### config.mk
export PLATFORM = sky130hd
export DESIGN_NAME = pwm_period_duty_generator
export DESIGN_NICKNAME = d
export VERILOG_FILES = /design/src/hw/pwm_pkg.sv /design/src/hw/pwm_period_duty_generator.sv
export SDC_FILE = /design/constraint.sdc
export NUM_CORES = 1
export LEC_CHECK = 0
export BUFFER_PORTS_ARGS = -buffer_cell sky130_fd_sc_hd__buf_4
export CAP_MARGIN = 20
export CORE_MARGIN = 2
export CORE_UTILIZATION = 25
export CTS_CLUSTER_DIAMETER = 80
export DETAILED_ROUTE_END_ITERATION = 10
export GPL_ROUTABILITY_DRIVEN = 0
export SETUP_SLACK_MARGIN = 0.05
export SKIP_LAST_GASP = 1
export SLEW_MARGIN = 30
export SYNTH_ARGS = -nofsm -noshare
export SYNTH_HDL_FRONTEND = slang
export SYNTH_SLANG_ARGS = --single-unit
### constraint.sdc
create_clock -name clk_i -period 5.3 [get_ports clk_i]
set_clock_uncertainty 0.05 [all_clocks]
set_input_delay 0.795 -clock clk_i [delete_from_list [all_inputs] [get_ports clk_i]]
set_output_delay 0.795 -clock clk_i [all_outputs]
set_load 0.02 [all_outputs]
### src/hw/pwm_pkg.sv
package pwm_pkg;
    // register indices on the plain register port
    localparam logic [2:0] PERIOD_OFS      = 3'h0;
    localparam logic [2:0] TIMER_OFS       = 3'h1;
    localparam logic [2:0] DUTY_WRITE_OFS  = 3'h2;
    localparam logic [2:0] DUTY_SHADOW_OFS = 3'h3;
    localparam logic [2:0] CONTROL_OFS     = 3'h4;
    localparam logic [2:0] TIMER_CTRL_OFS  = 3'h5;
    localparam logic [2:0] PORT_DIR_OFS    = 3'h6;

    // capture_pwm_control fields
    localparam int DUTY_LSB_HI  = 5;
    localparam int DUTY_LSB_LO  = 4;
    localparam int MODE_HI      = 3;
    localparam int MODE_PWM_LO  = 2;
    // timer control fields
    localparam int POST_HI      = 6;
    localparam int POST_LO      = 3;
    localparam int RUN_BIT      = 2;
    localparam int PRESC_HI     = 1;
    localparam int PRESC_LO     = 0;
    // pin direction bit of port_direction
    localparam int PIN_DIR_BIT  = 2;

    localparam logic [7:0] PERIOD_RST     = 8'hff;
    localparam logic [7:0] TIMER_RST      = 8'h00;
    localparam logic [7:0] DUTY_RST       = 8'h00;
    localparam logic [7:0] CONTROL_RST    = 8'h00;
    localparam logic [7:0] TIMER_CTRL_RST = 8'h00;
    localparam logic [7:0] PORT_DIR_RST   = 8'hff;
    localparam logic [7:0] CONTROL_MASK   = 8'h3f;
    localparam logic [7:0] TIMER_CTRL_MSK = 8'h7f;

    // last oscillator clock of the four-clock instruction cycle
    localparam logic [1:0] PHASE_LAST     = 2'h3;
    localparam logic [3:0] PRESC_RST      = 4'h0;
    localparam logic [3:0] POST_RST       = 4'h0;

    typedef enum logic [2:0] {
        PRESC_1  = 3'b001,
        PRESC_4  = 3'b010,
        PRESC_16 = 3'b100
    } presc_t;
endpackage

### src/hw/pwm_period_duty_generator.sv
// Our own choices: the strobed register port and the register offsets.
`timescale 1ns/1ps
// What this block does
// - period is (period_reg+1) x 4 x prescale clocks
// - timer clears after matching period_reg
// - output set at rollover unless duty zero
// - rollover copies duty into shadow and latch
// - postscaler never touches the pwm period
// - duty is write byte plus control bits 5:4
// - high time is duty x prescale clocks
// - duty writes apply only after period ends
// - shadow register read-only in pwm mode
// - shadow plus hidden latch double buffer duty
// - output clears on extended timer duty match
// - duty beyond period keeps output high
// - cleared control forces output latch low
// - resolution up to ten bits by frequency
// - timer prescale 1:1, 1:4 or 1:16
// - period_reg resets to all ones
// - clearing timer_run stops the timer
module pwm_period_duty_generator
    import pwm_pkg::*;
(
    input  wire logic       clk_i,
    input  wire logic       reset_i,
    input  wire logic [2:0] addr_i,
    input  wire logic [7:0] wdata_i,
    input  wire logic       wr_i,
    input  wire logic       rd_i,
    output logic      [7:0] rdata_o,
    output logic            pwm_out_pin_o,
    output logic            pwm_out_pin_oe_o,
    output logic            postscale_evt_o
);
    logic [7:0] period_r;
    logic [7:0] timer_count_r;
    logic [7:0] duty_high_write_r;
    logic [7:0] duty_high_shadow_r;
    logic [7:0] control_r;
    logic [7:0] timer_ctrl_r;
    logic [7:0] port_direction_r;
    logic [1:0] duty_low_latch_r;
    logic [1:0] phase_r;
    logic [3:0] presc_r;
    logic [3:0] post_r;
    logic       pwm_latch_r;
    logic       post_evt_r;
    logic [7:0] rdata_r;
    presc_t     presc_sel;
    logic       presc_done;
    logic       inc_tick;
    logic       rollover;
    logic       pwm_mode;
    logic [1:0] fine_bits;
    logic [9:0] duty_buf;
    logic [9:0] duty_next;
    logic       duty_match;
    logic       wr_timer;
    logic       fine_step;
    logic [2:0] presc_shift;
    logic [9:0] ext_next;

    assign pwm_mode = (control_r[MODE_HI:MODE_PWM_LO] == 2'h3);
    assign wr_timer = wr_i && (addr_i == TIMER_OFS);

    always_comb begin
        unique case (timer_ctrl_r[PRESC_HI:PRESC_LO])
            2'h0:    presc_sel = PRESC_1;
            2'h1:    presc_sel = PRESC_4;
            default: presc_sel = PRESC_16;
        endcase
    end

    always_comb begin
        unique case (presc_sel)
            PRESC_1: begin
                presc_done  = 1'b1;
                fine_bits   = phase_r;
                fine_step   = 1'b1;
                presc_shift = 3'h0;
            end
            PRESC_4: begin
                presc_done  = (presc_r[1:0] == 2'h3);
                fine_bits   = presc_r[1:0];
                fine_step   = (phase_r == PHASE_LAST);
                presc_shift = 3'h2;
            end
            PRESC_16: begin
                presc_done  = (presc_r == 4'hf);
                fine_bits   = presc_r[3:2];
                fine_step   = (phase_r == PHASE_LAST)
                              && (presc_r[1:0] == 2'h3);
                presc_shift = 3'h4;
            end
        endcase
    end

    assign inc_tick = timer_ctrl_r[RUN_BIT] && (phase_r == PHASE_LAST)
                      && presc_done;
    // match with period_reg ends the period
    assign rollover = inc_tick && (timer_count_r == period_r);

    // ten-bit duty from write byte and control bits
    assign duty_next = {duty_high_write_r,
                        control_r[DUTY_LSB_HI:DUTY_LSB_LO]};
    assign duty_buf  = {duty_high_shadow_r, duty_low_latch_r};
    // compare against timer plus two fine bits
    // full ten-bit compare resolution
    // match looks one fine step ahead, else the pin stays up one
    // fine step (prescale clocks) too long after the last counted step
    assign ext_next   = {timer_count_r, fine_bits} + 10'h001;
    assign duty_match = timer_ctrl_r[RUN_BIT] && fine_step
                        && (duty_buf == ext_next);

    // instruction phase counter, Fosc/4
    always_ff @(posedge clk_i or posedge reset_i) begin
        if (reset_i) begin
            phase_r <= 2'h0;
        end else begin
            phase_r <= phase_r + 2'h1;
        end
    end

    // prescaler stages; cleared with the timer so phases line up
    always_ff @(posedge clk_i or posedge reset_i) begin
        if (reset_i) begin
            presc_r <= PRESC_RST;
        end else if (wr_timer) begin
            presc_r <= PRESC_RST;
        end else if (timer_ctrl_r[RUN_BIT] && phase_r == PHASE_LAST) begin
            presc_r <= presc_r + 4'h1;
        end
    end

    // timer cleared at reset; wraps after period_reg
    always_ff @(posedge clk_i or posedge reset_i) begin
        if (reset_i) begin
            timer_count_r <= TIMER_RST;
        end else if (wr_timer) begin
            timer_count_r <= wdata_i;
        end else if (rollover) begin
            timer_count_r <= TIMER_RST;
        end else if (inc_tick) begin
            timer_count_r <= timer_count_r + 8'h01;
        end
    end

    // postscaler only paces its own event
    always_ff @(posedge clk_i or posedge reset_i) begin
        if (reset_i) begin
            post_r     <= POST_RST;
            post_evt_r <= 1'b0;
        end else begin
            post_evt_r <= 1'b0;
            if (rollover) begin
                if (post_r == timer_ctrl_r[POST_HI:POST_LO]) begin
                    post_r     <= POST_RST;
                    post_evt_r <= 1'b1;
                end else begin
                    post_r <= post_r + 4'h1;
                end
            end
        end
    end

    always_ff @(posedge clk_i or posedge reset_i) begin
        if (reset_i) begin
            period_r <= PERIOD_RST;
        end else if (wr_i && addr_i == PERIOD_OFS) begin
            period_r <= wdata_i;
        end
    end

    // duty writes land in the write side at any time
    always_ff @(posedge clk_i or posedge reset_i) begin
        if (reset_i) begin
            duty_high_write_r <= DUTY_RST;
            control_r         <= CONTROL_RST;
            timer_ctrl_r      <= TIMER_CTRL_RST;
            port_direction_r  <= PORT_DIR_RST;
        end else if (wr_i) begin
            unique case (addr_i)
                DUTY_WRITE_OFS: duty_high_write_r <= wdata_i;
                CONTROL_OFS:    control_r    <= wdata_i & CONTROL_MASK;
                TIMER_CTRL_OFS: timer_ctrl_r <= wdata_i & TIMER_CTRL_MSK;
                PORT_DIR_OFS:   port_direction_r <= wdata_i;
                default: ;
            endcase
        end
    end

    // rollover loads shadow and hidden latch together
    // double buffer keeps mid-period edits glitch free
    // software writes to shadow ignored in pwm mode
    always_ff @(posedge clk_i or posedge reset_i) begin
        if (reset_i) begin
            duty_high_shadow_r <= DUTY_RST;
            duty_low_latch_r   <= 2'h0;
        end else if (pwm_mode && rollover) begin
            duty_high_shadow_r <= duty_next[9:2];
            duty_low_latch_r   <= duty_next[1:0];
        end else if (!pwm_mode && wr_i && addr_i == DUTY_SHADOW_OFS) begin
            duty_high_shadow_r <= wdata_i;
        end
    end

    // output latch; set on rollover wins over a same-edge clear
    always_ff @(posedge clk_i or posedge reset_i) begin
        if (reset_i) begin
            pwm_latch_r <= 1'b0;
        end else if (control_r == CONTROL_RST || !pwm_mode) begin
            pwm_latch_r <= 1'b0;
        end else if (rollover) begin
            // set unless the new duty is zero
            pwm_latch_r <= (duty_next != 10'h000);
        end else if (duty_match) begin
            // duty past the period never matches
            pwm_latch_r <= 1'b0;
        end
    end

    always_ff @(posedge clk_i or posedge reset_i) begin
        if (reset_i) begin
            rdata_r <= 8'h00;
        end else if (rd_i) begin
            unique case (addr_i)
                PERIOD_OFS:      rdata_r <= period_r;
                TIMER_OFS:       rdata_r <= timer_count_r;
                DUTY_WRITE_OFS:  rdata_r <= duty_high_write_r;
                DUTY_SHADOW_OFS: rdata_r <= duty_high_shadow_r;
                CONTROL_OFS:     rdata_r <= control_r;
                TIMER_CTRL_OFS:  rdata_r <= timer_ctrl_r;
                PORT_DIR_OFS:    rdata_r <= port_direction_r;
                default:         rdata_r <= 8'h00;
            endcase
        end
    end

    assign rdata_o          = rdata_r;
    assign pwm_out_pin_o    = pwm_latch_r;
    // pin drives only while direction bit is clear
    assign pwm_out_pin_oe_o = !port_direction_r[PIN_DIR_BIT];
    assign postscale_evt_o  = post_evt_r;

    // ---------------- assertions ----------------
    logic [15:0] per_cnt_r;
    logic        clean_r;
    logic [15:0] per_len;
    logic [15:0] hi_len;

    // clocks since the last rollover, saturating while stopped
    always_ff @(posedge clk_i or posedge reset_i) begin
        if (reset_i) begin
            per_cnt_r <= 16'h0000;
        end else if (rollover) begin
            per_cnt_r <= 16'h0001;
        end else if (per_cnt_r != 16'hffff) begin
            per_cnt_r <= per_cnt_r + 16'h0001;
        end
    end

    // any timer setup write spoils the timing of the running period
    always_ff @(posedge clk_i or posedge reset_i) begin
        if (reset_i) begin
            clean_r <= 1'b0;
        end else if (wr_timer || (wr_i && (addr_i == PERIOD_OFS
                     || addr_i == TIMER_CTRL_OFS))) begin
            clean_r <= 1'b0;
        end else if (rollover) begin
            clean_r <= 1'b1;
        end
    end

    assign per_len = ({8'h00, period_r} + 16'h0001)
                     << (presc_shift + 3'h2);
    assign hi_len  = {6'h00, duty_buf} << presc_shift;

    timer_wrap_a: assert property (@(posedge clk_i) disable iff (reset_i)
        rollover && !wr_timer |=> timer_count_r == 8'h00)
        else $error("timer did not wrap after period match");

    pin_set_a: assert property (@(posedge clk_i) disable iff (reset_i)
        rollover && pwm_mode && duty_next != 10'h000 |=> pwm_out_pin_o)
        else $error("pin not set at rollover");

    zero_duty_a: assert property (@(posedge clk_i) disable iff (reset_i)
        rollover && duty_next == 10'h000 |=> !pwm_out_pin_o)
        else $error("pin set with zero duty");

    duty_latch_a: assert property (@(posedge clk_i) disable iff (reset_i)
        rollover && pwm_mode |=> duty_buf == $past(duty_next))
        else $error("duty not latched at rollover");

    duty_hold_a: assert property (@(posedge clk_i) disable iff (reset_i)
        pwm_mode && !rollover && $past(pwm_mode) |=> $stable(duty_buf))
        else $error("buffered duty moved mid-period");

    pin_clear_a: assert property (@(posedge clk_i) disable iff (reset_i)
        pwm_mode && control_r != 8'h00 && !rollover && duty_match
        |=> !pwm_out_pin_o)
        else $error("pin not cleared on duty match");

    ctrl_clear_a: assert property (@(posedge clk_i) disable iff (reset_i)
        control_r == 8'h00 |=> !pwm_out_pin_o)
        else $error("pin high with control cleared");

    run_stop_a: assert property (@(posedge clk_i) disable iff (reset_i)
        !timer_ctrl_r[RUN_BIT] && !wr_timer |=> $stable(timer_count_r))
        else $error("timer moved while stopped");

    idle_mode_a: assert property (@(posedge clk_i) disable iff (reset_i)
        !pwm_mode |=> !pwm_out_pin_o)
        else $error("pin active outside pwm mode");

    period_len_a: assert property (@(posedge clk_i) disable iff (reset_i)
        rollover && clean_r |-> per_cnt_r == per_len)
        else $error("period length wrong");

    high_time_a: assert property (@(posedge clk_i) disable iff (reset_i)
        pwm_mode && pwm_latch_r && duty_match && !rollover && clean_r
        |-> per_cnt_r == hi_len)
        else $error("high time wrong");

    cover_pwm_pulse_c: cover property (@(posedge clk_i) disable iff (reset_i)
        pwm_out_pin_o ##1 !pwm_out_pin_o);
    cover_full_high_c: cover property (@(posedge clk_i) disable iff (reset_i)
        rollover && pwm_out_pin_o);
    cover_postscale_c: cover property (@(posedge clk_i) disable iff (reset_i)
        postscale_evt_o);
endmodule

* Word-level counts from Yosys, hierarchy flattened
Cells that the tools add are included. W data, S select, Z words.
Word-level totals: output and inout port bits 11, memory bits (writable) 0, memories kept 0, bits in read-only memories 0, bits of input ports 15, register bits 75, latch bits 0
Cells by class: reductions and logical operators 26, order comparisons 0, bitwise operators 0, shift operators 0, $mul 0, muxes and demuxes 18, equal/unequal tests 17, add/sub/neg operators 5, divide/modulo/power cells 0
Operators by type and width (number):
- $pmux W8 S7 | 1
- $mux W8 | 5
- $eq A3 B3 Y1 const B | 4
- $mux W4 | 3
- $logic_and A1 B1 Y1 | 11
- $add A10 B1 Y10 const B | 1
- $eq A10 B10 Y1 | 1
- $reduce_bool A10 Y1 | 1
- $eq A3 B2 Y1 const B | 3
- $add A4 B1 Y4 const B | 2
- $add A8 B1 Y8 const B | 1
- $eq A8 B8 Y1 | 1
- $logic_not A8 Y1 | 1
- $reduce_and A2 Y1 | 4
- $eq A2 B2 Y1 const B | 3
- $eq A3 B1 Y1 const B | 2
- $pmux W1 S3 | 2
- $pmux W2 S3 | 1
- $pmux W3 S2 | 1
- $reduce_bool A3 Y1 | 2
- $mux W1 | 5
- $eq A4 B4 Y1 | 1
- $eq A4 B4 Y1 const B | 1
- $reduce_bool A2 Y1 | 2
- 6 further kinds | 7

* Depth between registers and ports, before layout
depth after elaboration 10, mapped depth 10, depth with buffers taken out 10

* Worst setup path before layout
OpenSTA, ideal clock, no wires.
kind reg-to-reg, from reg timer_ctrl_r[0], to reg pwm_latch_r, in the netlist pwm_out_pin_o, data arrival time 2110 ps, library setup time 138 ps, path slack 3002 ps, buffers on the path 0, stages on the path, launching flop included 10, path through dfrtp_1 > mux2_2 > mux2i_2 > inv_1 > ha_1 > or3_1 > o21ai_0 > nand4_1 > nor4_1 > o21ai_0
On the way: word-level cells in the longest chain between the ends 8, elaborated cells on any way between the ends 18
Ends and longest elaborated chain:
- start: declaration | RTL line pwm_period_duty_generator.sv:40 | logic [7:0] timer_ctrl_r;
- start signal: assignment | RTL line pwm_period_duty_generator.sv:185 | TIMER_CTRL_OFS: timer_ctrl_r <= wdata_i & TIMER_CTRL_MSK;
- $eq A2 B1 Y1 / $logic_not A2 Y1 (equally long branches) | RTL line pwm_period_duty_generator.sv:67 | unique case (timer_ctrl_r[PRESC_HI:PRESC_LO])
- $pmux W3 S2 * | RTL line pwm_period_duty_generator.sv:67
- $eq A3 B3 Y1, or another cell as far along | RTL line pwm_period_duty_generator.sv:75 | unique case (presc_sel)
- $pmux W2 S3 / $pmux W1 S3 (equally long branches) | RTL line pwm_period_duty_generator.sv:75
- $add A10 B1 Y10 / $logic_and A1 B1 Y1 (equally long branches) | RTL line pwm_period_duty_generator.sv:111, pwm_period_duty_generator.sv:99
- $eq A10 B10 Y1 / $logic_and A1 B1 Y1 (equally long branches) | RTL line pwm_period_duty_generator.sv:113, pwm_period_duty_generator.sv:101
- $logic_and A1 B1 Y1 / $mux W1 (equally long branches) | RTL line pwm_period_duty_generator.sv:113, pwm_period_duty_generator.sv:213
- $reduce_bool A3 Y1 (no source line) / $mux W1 (equally long branches)
- end signal: assignment | RTL line pwm_period_duty_generator.sv:215 | pwm_latch_r <= (duty_next != 10'h000);
- end: declaration | RTL line pwm_period_duty_generator.sv:46 | logic pwm_latch_r;
Every way passes the cells marked *; elsewhere a longest branch is shown, timed or not. A chain may end at the register's enable or synchronous reset.

* Final worst setup path
Ends and elaborated chain as after synthesis.

==> reports/metrics.cfg <==
[clock_network]
cts_buffer_depth=2
cts_made_buffers=9
hold_buffers=0
post_cts_buffers=0
cts_max_level=3
path_clk_slew_ps=60
cts.sinks=75
cts-resized-gates=0
cts_root_buf=clkbuf_16
clk_latency_ps=340
cts_tree=yes

[route]
post-route-drc-count=0
dr.pass1.iters=5
postRouteAntennaNets=0
wl_mm=11.1
vias=3145
wl_per_cell_um=17.6
drt-initial-drc-count=260
via_per_inst=4.98

[worst_setup_path]
slowest_delay_ps=480
required_ps=5420
crit_path_start_kind=flop
cp-end-kind=flop
critPathMaxFanout=6
cpMostUsedCell=o21ai_0
cpMaxStageDelayCell=dfrtp_1
crit_arrival_ps=2900
path_class=flop to flop
cp_cell_sequence=mux2_2 > mux2i_1 > inv_1 > ha_1 > or3_1 > o21ai_0 > nand4_1 > nor4_1 > o21ai_0

[global_route]
antenna_found_initial=0
gr-total-overflow=0
grt_start_max_net_pins=44
gr-usage-all-layers_pct=12.9
grt_pass1_vias=3073
grt_pass1_wl_mm=17.9

[logic_synthesis]
synthSimpleGateAreaFrac_pct=14.5
synth_nets=411
synth_compound_area_share_pct=11.8
muxShareOfSynthArea_pct=16.4
synth_ff_type=dfrtp_1
ys_seq_area_share_pct=45.2
synth_top_family_by_area=multiplexers
synth_area_um2=4200
synth_warnings=0
synthTopCellsByArea=dfrtp_1 (35%), mux2_2 (11%), dfstp_2 (10%)
synth_edf_count=0
yosys-top-cells-count=dfrtp_1 (59), mux2_2 (42), nand2_1 (25)
ys_seq_elements=75
synth_top_area_share_pct=35.2
synthArstFlopShare_pct=100
synth-xor-area-share_pct=6.65
synth.avg_cell_area_um2=10.7
synth_adder_area_share_pct=1.49
syn_inst=391
yosys.area.top_type=dfrtp_1
yosysMostFrequentCell=dfrtp_1
yosysUniqueCellTypes=53

[timing]
finalSetupTns_ps=0
setup-violations-final=0
slew_viol_final=0
max_clock_freq_mhz=359
rsz0062_at_grt=no
min_period_ps=2790
setup_slack_ps=2510
tightest_slew_ps=775
slew_headroom_pct=47.8
hold_violations=0
period_share_pct=52.6

[die]
num_io_pins=26
fp.dieArea_um2=17800
die_width_um=134
die_h_um=134
start_util_pct=25.5
core_um2=16500
num_rows=47

[placement]
placed_area_um2=4560
io_buffers=25
dp_slack_ps=2550
dp_hpwl_mm=7.99
dp.cells=616

[power_and_ir_drop]
powerDensity_nw_per_um2=409
leakage_uw=0.00205
p_total_uw=1980
vdd_drop_max_mv=0.153

[status]
status=complete, no violations

[layout]
syn_to_final_growth_pct=15.7
layout-drive-gt1-share_pct=27.2
final_cells=632
num-fill-cells=1701
diodes=0
final_nets=427
design_area_um2=4850

[job]
max_cap_violations=0

[min_path]
hold_path_class=flop to flop

## layout make-up
class	count	area (um2)	area share, %
multi-input cells	281	2140	44.0
flip-flops and latches	75	1900	39.1
inverters	14	53.8	1.11
clock buffers	10	229	4.72
well taps	220	275	5.67
repair buffers	26	195	4.02
clock inverters	6	65.1	1.34
## layer usage
| layer | wire [um] | track usage, % | vias up |
|---|---|---|---|
| li1 | - | - | 1452 |
| met1 | 4780 | 17.7 | 1544 |
| met2 | 5270 | 20.1 | 121 |
| met3 | 825 | 3.23 | 28 |
| met4 | 269 | 4.26 | 0 |
| met5 | 0 | 0 | - |
## stage by stage
step | util, % | hold WS [ps]
global route | 29.5 | 418
floorplan | - | 368
CTS | 29.5 | 407
global placement | 27.7 | 382
finish | 29.5 | 405
detailed placement | 27.7 | 398
## sequential cells by signal, summed over array words and instances, names as in the netlist
name,cells
duty_high_write_r,8
duty_high_shadow_r,8
post_r,4
port_direction_r,8
rdata_o,8
postscale_evt_o,1
timer_count_r,8
timer_ctrl_r,7
period_r,8
duty_low_latch_r,2
presc_r,4
pwm_out_pin_o,1
phase_r,2
control_r,6
## placed cells by master, fill, tap and decap left out, drive strengths merged, types with 16 or more instances in the layout
| cell type | instances |
|---|---|
| dfstp | 16 |
| nand2 | 26 |
| o21ai | 23 |
| dfrtp | 59 |
| mux2 | 44 |
| buf | 26 |
| nor2 | 20 |
| xor2 | 20 |
## worst max-delay path: cells and delay by family, from the launching register on
kind | cells | cell delay, ps
and+or+nand+nor | 3 | 770
muxes | 2 | 750
DFF | 1 | 480
AOI/OAI and AO/OA | 2 | 250
adders and majority gates | 1 | 240
buffers and inverters | 1 | 90
## report_power, final
| part | total, uW | switching [uW] | internal (uW) |
|---|---|---|---|
| logic | 481 | 240 | 242 |
| registers | 890 | 180 | 711 |
| clock network | 612 | 247 | 365 |
## path summary, 6_finish.rpt
check,startpoint,endpoint,slack [ps],cells after the start
setup / recovery,timer_ctrl_r[0]$_DFFE_PP0P_,pwm_out_pin_o$_DFFE_PP0P_,2510,9
hold reg to reg,phase_r[0]$_DFF_PP0_,phase_r[0]$_DFF_PP0_,410,1
setup reg to reg,timer_ctrl_r[0]$_DFFE_PP0P_,pwm_out_pin_o$_DFFE_PP0P_,2510,9
hold / removal,phase_r[0]$_DFF_PP0_,phase_r[0]$_DFF_PP0_,410,1
min in group asynchronous,reset_i,timer_ctrl_r[0]$_DFFE_PP0P_,520,2
max in group asynchronous,reset_i,period_r[2]$_DFFE_PP1P_,3740,3
## cell families (layout without fill, tap and decap cells)
family | after synthesis | in the layout
xor gates and xnor gates | 31 | 31
DFF | 75 | 75
AOI/OAI and AO/OA | 75 | 75
adders and majority gates | 5 | 5
buffers and inverters | 35 | 56
muxes | 60 | 60
and+or+nand+nor | 110 | 110
Note: power is estimated with default switching activity, not from simulation.
